[src/qdl_pkg.sv]
package qdl_pkg;
    // Serial word geometry
    localparam int WORD_BITS   = 24;
    localparam int CODE_BITS   = 16;
    localparam int CHAN_COUNT  = 4;
    localparam int ADDR_HI_POS = 23;
    localparam int ADDR_LO_POS = 22;
    localparam int BCAST_POS   = 21;
    localparam int CODE_MSB    = 15;
    // Reset codes
    localparam logic [15:0] CODE_ZERO_SCALE = 16'h0000;
    localparam logic [15:0] CODE_MID_SCALE  = 16'h8000;
    localparam logic [23:0] SHIFT_RESET     = 24'h000000;

    // Link pins and strobes, raw and after synchronising
    typedef struct packed {
        logic link_clk;
        logic sel_n;
        logic data;
        logic load_n;
        logic update;
        logic rst;
        logic rst_sel;
    } qdl_pins_type;
endpackage

[src/qdl_serial_load.sv]
`timescale 1ns/1ps
// Behaviour
// - 24-bit word: addr, broadcast, five ignored, code
// - Five bits after broadcast are ignored
// - Broadcast loads all four input registers
// - Otherwise only the addressed register loads
// - Address 00..11 selects channels A..D
// - Input registers follow load strobe level
// - Update rising edge copies all channels together
// - Update with strobes high writes DAC registers
// - No update or reset rise means the DAC registers hold
// - Reset rise with select low clears zero
// - Reset rise with select high sets mid
// - Shift clock is select OR serial clock
// - Shift on clock rise or select rise
// - Select rise with clock low shifts once
// - Zero code 0000h, mid code 8000h
// - Reset rise leaves shift register unchanged
// - Last shift stage drives serial output
module qdl_serial_load
    import qdl_pkg::*;
(
    // Clock and reset
    input  wire logic        clk,
    input  wire logic        reset_n,
    input  wire logic        clk_en,
    // Serial link pins
    input  wire logic        link_clk,
    input  wire logic        chip_sel_n,
    input  wire logic        serial_in,
    output logic             serial_out,
    // Strobes
    input  wire logic        load_n,
    input  wire logic        update_strobe,
    input  wire logic        dac_reset,
    input  wire logic        reset_value_select,
    // DAC register contents
    output logic [15:0]      dac_code_a,
    output logic [15:0]      dac_code_b,
    output logic [15:0]      dac_code_c,
    output logic [15:0]      dac_code_d
);

    ////////////////////////////////////////////////////////////////////
    // Pin synchronisers
    qdl_pins_type pins_meta_reg;
    qdl_pins_type pins_reg;
    qdl_pins_type pins_last_reg;
    qdl_pins_type pins_raw;

    assign pins_raw = '{link_clk: link_clk, sel_n: chip_sel_n,
                        data: serial_in, load_n: load_n,
                        update: update_strobe, rst: dac_reset,
                        rst_sel: reset_value_select};

    // Two stages, plus a third for edge detection; second and third stages feed logic
    always_ff @(posedge clk or negedge reset_n) begin
        if (!reset_n) begin
            pins_meta_reg <= '{default: 1'b1};
            pins_reg      <= '{default: 1'b1};
            pins_last_reg <= '{default: 1'b1};
        end else if (clk_en) begin
            pins_meta_reg <= pins_raw;
            pins_reg      <= pins_meta_reg;
            pins_last_reg <= pins_reg;
        end
    end

    ////////////////////////////////////////////////////////////////////
    // Edge detection
    logic shift_clk;
    logic shift_clk_last;
    logic shift_event;
    logic update_rise;
    logic reset_rise;

    assign shift_clk      = pins_reg.sel_n | pins_reg.link_clk;
    assign shift_clk_last = pins_last_reg.sel_n | pins_last_reg.link_clk;
    // Either pin rising while the other is low makes an edge of the OR; select rise counts too
    assign shift_event = shift_clk & ~shift_clk_last;
    assign update_rise = pins_reg.update & ~pins_last_reg.update;
    assign reset_rise  = pins_reg.rst & ~pins_last_reg.rst;

    ////////////////////////////////////////////////////////////////////
    // Shift register, not touched by the reset pin
    logic [23:0] shift_reg;

    always_ff @(posedge clk or negedge reset_n) begin
        if (!reset_n) begin
            shift_reg <= SHIFT_RESET;
        end else if (clk_en && shift_event) begin
            shift_reg <= {shift_reg[22:0], pins_reg.data};
        end
    end

    // Daisy chain output from the last stage
    always_ff @(posedge clk or negedge reset_n) begin
        if (!reset_n) begin
            serial_out <= 1'b0;
        end else if (clk_en) begin
            serial_out <= shift_reg[WORD_BITS-1];
        end
    end

    ////////////////////////////////////////////////////////////////////
    // Word fields; bits 20..16 are never decoded
    logic [1:0]  word_addr;
    logic        word_bcast;
    logic [15:0] word_code;
    logic [15:0] reset_code;

    assign word_addr  = {shift_reg[ADDR_HI_POS], shift_reg[ADDR_LO_POS]};
    assign word_bcast = shift_reg[BCAST_POS];
    assign word_code  = shift_reg[CODE_MSB:0];
    assign reset_code = pins_reg.rst_sel ? CODE_MID_SCALE
                                         : CODE_ZERO_SCALE;

    ////////////////////////////////////////////////////////////////////
    // Input and DAC registers per channel
    logic [15:0] input_reg [CHAN_COUNT];
    logic [15:0] dac_reg   [CHAN_COUNT];

    for (genvar ch = 0; ch < CHAN_COUNT; ch++) begin : g_chan
        logic chan_hit;
        // Broadcast reaches all; else address decode
        assign chan_hit = word_bcast ||
                          (word_addr == 2'(ch));

        // Level-sensitive: follows shift data while load is low.
        // Sampling every clock emulates a transparent latch safely.
        always_ff @(posedge clk or negedge reset_n) begin
            if (!reset_n) begin
                input_reg[ch] <= CODE_ZERO_SCALE;
            end else if (clk_en) begin
                if (reset_rise) begin
                    input_reg[ch] <= reset_code;
                end else if (!pins_reg.load_n && chan_hit) begin
                    input_reg[ch] <= word_code;
                end
            end
        end

        // Edge triggered by update; reset wins over an update
        always_ff @(posedge clk or negedge reset_n) begin
            if (!reset_n) begin
                dac_reg[ch] <= CODE_ZERO_SCALE;
            end else if (clk_en) begin
                if (reset_rise) begin
                    dac_reg[ch] <= reset_code;
                end else if (update_rise) begin
                    dac_reg[ch] <= input_reg[ch];
                end // Holds otherwise
            end
        end
    end

    // Outputs straight from the DAC registers
    assign dac_code_a = dac_reg[0];
    assign dac_code_b = dac_reg[1];
    assign dac_code_c = dac_reg[2];
    assign dac_code_d = dac_reg[3];
endmodule // qdl_serial_load

[config.mk]
export PLATFORM = sky130hd
export DESIGN_NAME = qdl_serial_load
export DESIGN_NICKNAME = d
export VERILOG_FILES = /design/src/qdl_pkg.sv /design/src/qdl_serial_load.sv
export SDC_FILE = /design/constraint.sdc
export NUM_CORES = 1
export LEC_CHECK = 0
export BUFFER_PORTS_ARGS = -buffer_cell sky130_fd_sc_hd__buf_2
export CAP_MARGIN = 20
export CORE_UTILIZATION = 37
export DETAILED_ROUTE_END_ITERATION = 16
export PLACE_DENSITY = 0.64
export SLEW_MARGIN = 20
export SYNTH_ARGS = -nofsm -noshare
export SYNTH_HDL_FRONTEND = slang
export SYNTH_SLANG_ARGS = --single-unit
[constraint.sdc]
create_clock -name clk -period 1.8 [get_ports clk]
set_clock_uncertainty 0.2 [all_clocks]
set_input_delay 0.09 -clock clk [delete_from_list [all_inputs] [get_ports clk]]
set_output_delay 0.09 -clock clk [all_outputs]
set_load 0.005 [all_outputs]
==> impl_metrics.yaml <==
worst_hold_path:
  holdPathEnd: "pins_meta_reg[3]$_DFFE_PN1P_"
  hp-start: "load_n"
  min_path_type: "input pin to register"
  hold_path_depth: 3
global_route:
  grt_max_degree: 65
  grt_pass1_vias: 3874
  overflow: 0
  grtUsageTotal_pct: 15.5
  antenna_found_initial: 0
  grt_pass1_wl_um: 21100
sta:
  setup_viol: 0
  period_share_pct: 98.7
  fin_crit_ns: 1.78
  max_slew_margin_pct: 73.7
  drv_slew: 0
  worst_pin_slew_ns: 0.395
  timing.fmax_ghz: 0.563
  hold_viol: 0
  rsz0062_at_grt: "yes"
synthesis:
  ys_ff_latch: 171
  synth_top_area_share_pct: 59.6
  async_flop_share_pct: 100
  ys.flop_type: "dfrtp_1"
  yosysWarningCount: 0
  synth_cell_types: 24
  yosys.area.top_type: "dfrtp_1"
  synth.area.top_cells: "dfrtp_1, a22o_1, dfstp_2, mux2_2, mux2_4"
  synthCells: 415
  syn-cell-area_um2: 6430
  seq_area_frac_synth_pct: 66.9
  postSynthAreaPerCell_um2: 15.5
  synth_nets: 425
  synth_edf_count: 0
layout:
  areaGrowthSynthToFinish_pct: 22.7
  final_nets: 516
  num_antenna_cells: 0
  final_area_um2: 7890
  largest_reg_flops: 64
  layout.cells.non_filler: 739
  drive_gt1_share_pct: 38.5
drt:
  routed_wl_um: 13100
  firstDrtPassIters: 4
  num_vias: 3818
  postRouteAntennaNets: 0
  vias_per_cell: 5.17
  wire_per_inst_um: 17.8
  drt_iter0_drc: 160
  drcViolationCount: 0
setup_path:
  rr_endpoint: "shift_reg[22]$_DFFE_PN0P_"
  start_kind: "register"
  cp_max_fo: 25
  crit_type: "register to register"
  crit_path_end_kind: "register"
  required_ns: 1.90
  r2r-start: "pins_reg[6]$_DFFE_PN1P_"
  cp.arrival_ns: 1.87
  ff2ff_setup_slack_ns: 0.02
  worst_r2r_path_depth: 4
floorplan:
  die_w_um: 134
  die-area_um2: 17900
  start_util_pct: 38.4
  die_h_um: 134
  ios: 75
  design.core.area_um2: 16800
  rows: 47
outcome:
  run_status: "complete, no violations"
pwr:
  total_power_w: 0.00980
  p_leak_nw: 3.92
  pwr_density_cell_nw_per_um2: 1240
  max-vdd-ir-drop_mv: 0.649
run:
  cap_violations: 0
clock_network:
  cts_sinks: 171
  numCtsBuffers: 17
  cts_tree: "yes"
  cts-root-buf: "clkbuf_16"
  clk_pin_slew_worst_paths_ns: 0.06
  cts_max_level: 4
  clockBufferDepth: 2
  clk-insertion-delay-late_ns: 0.41
placed_design:
  placed_area_um2: 7130
  hpwlAfterDp_um: 8770
  io_buffers: 74
  place.gp.congestion: 0.776
  placed_cells: 694
[per-stage QoR]
| step | worst slack, ns | setup TNS, ns | utilization [%] | hold slack (ns) |
|---|---|---|---|---|
| after global placement | 0.0115 | 0 | 42.5 | -0.177 |
| final | 0.0239 | 0 | 47.1 | 0.234 |
| after detailed placement | -0.0523 | -1.18 | 42.5 | -0.174 |
| after CTS | 0.00364 | 0 | 47.0 | 0.215 |
| after global routing | -0.0158 | -0.0852 | 47.1 | 0.232 |
| after floorplan | -0.0205 | -0.316 | - | -0.406 |
[power breakdown]
part / leakage [nW] / switching (W) / internal (W)
Clock: 0.296 / 0.00153 / 0.00222
Combinational: 1.33 / 0.000581 / 0.000672
Sequential: 2.30 / 0.000461 / 0.00433
[cells in the final DEF (no fill, tap or decap), types with 3 or more instances in the layout]
cell type	n
a22o_1	120
dfstp_2	18
buf_2	73
clkbuf_16	17
a211o_1	4
buf_12	11
a21oi_1	7
o21ai_2	4
dfrtp_1	153
buf_4	7
inv_6	5
and3_2	4
nor2_1	4
dlygate4sd3_1	13
o21ai_0	5
mux2_4	13
mux2_2	29
nand2_1	5
bufinv_16	3
[layer usage]
| metal | track usage [%] | wire length, µm |
|---|---|---|
| met1 | 20.6 | 6050 |
| met2 | 25.1 | 6460 |
| met3 | 3.82 | 470 |
| met4 | 4.92 | 149 |
| met5 | 0 | 0 |
[Yosys cell counts, types with 2 or more instances]
cell type / instances
dfrtp_1: 153
a22o_1: 120
mux2_2: 32
buf_2: 19
dfstp_2: 18
buf_6: 12
mux2_4: 10
a21oi_1: 7
and3_1: 5
nand2_1: 5
nor2_1: 5
o21ai_0: 5
o21ai_2: 5
a211o_1: 4
nand2b_1: 3
a21oi_2: 2
buf_4: 2
nor2b_1: 2
[layout make-up]
cell class / instances / area [µm²]
repair buffers: 105 / 779
clock buffers: 18 / 429
clock inverters: 14 / 181
well taps: 220 / 275
flip-flops and latches: 171 / 4300
multi-input cells: 210 / 1920
inverters: 1 / 3.75
fillers: 1452 / 8870
[how the worst max path moves through the flow]
stage / startpoint / endpoint / slack (ns)
3_3_place_gp: shift_reg[23]$_DFFE_PN0P_ / input_reg[50]$_DFFE_PN0P_ / 0.01
4_1_cts: pins_reg[6]$_DFFE_PN1P_ / shift_reg[20]$_DFFE_PN0P_ / 0.004
3_5_place_dp: shift_reg[22]$_DFFE_PN0P_ / input_reg[17]$_DFFE_PN0P_ / -0.05
5_1_grt: pins_reg[6]$_DFFE_PN1P_ / shift_reg[22]$_DFFE_PN0P_ / -0.02
6_report: pins_reg[6]$_DFFE_PN1P_ / shift_reg[22]$_DFFE_PN0P_ / 0.02
2_1_floorplan: pins_reg[6]$_DFFE_PN1P_ / shift_reg[10]$_DFFE_PN0P_ / -0.02
[critical path, cell delays in order, from the launching register on]
cell,delay (ns)
dfstp_2,0.55
nor2_2,0.05
nor4b_4,0.26
buf_12,0.24
mux2_2,0.36
[logic make-up (layout without fill, tap and decap cells)]
family	Yosys count	in the layout	share of synthesized area, %
buffers and inverters	34	138	3.87
flip-flops	171	171	66.9
AND/OR/NAND/NOR	24	24	2.34
AO/OA/AOI/OAI	144	144	18.9
multiplexers	42	42	7.94
[repair_timing]
item,in CTS,in global routing
setup endpoints to repair,75,66
buffers inserted,0,0
endpoints found under the hold margin,183,0
hold buffers,13,0
gates resized for setup,4,4
Power figures use the tool's default switching activity.
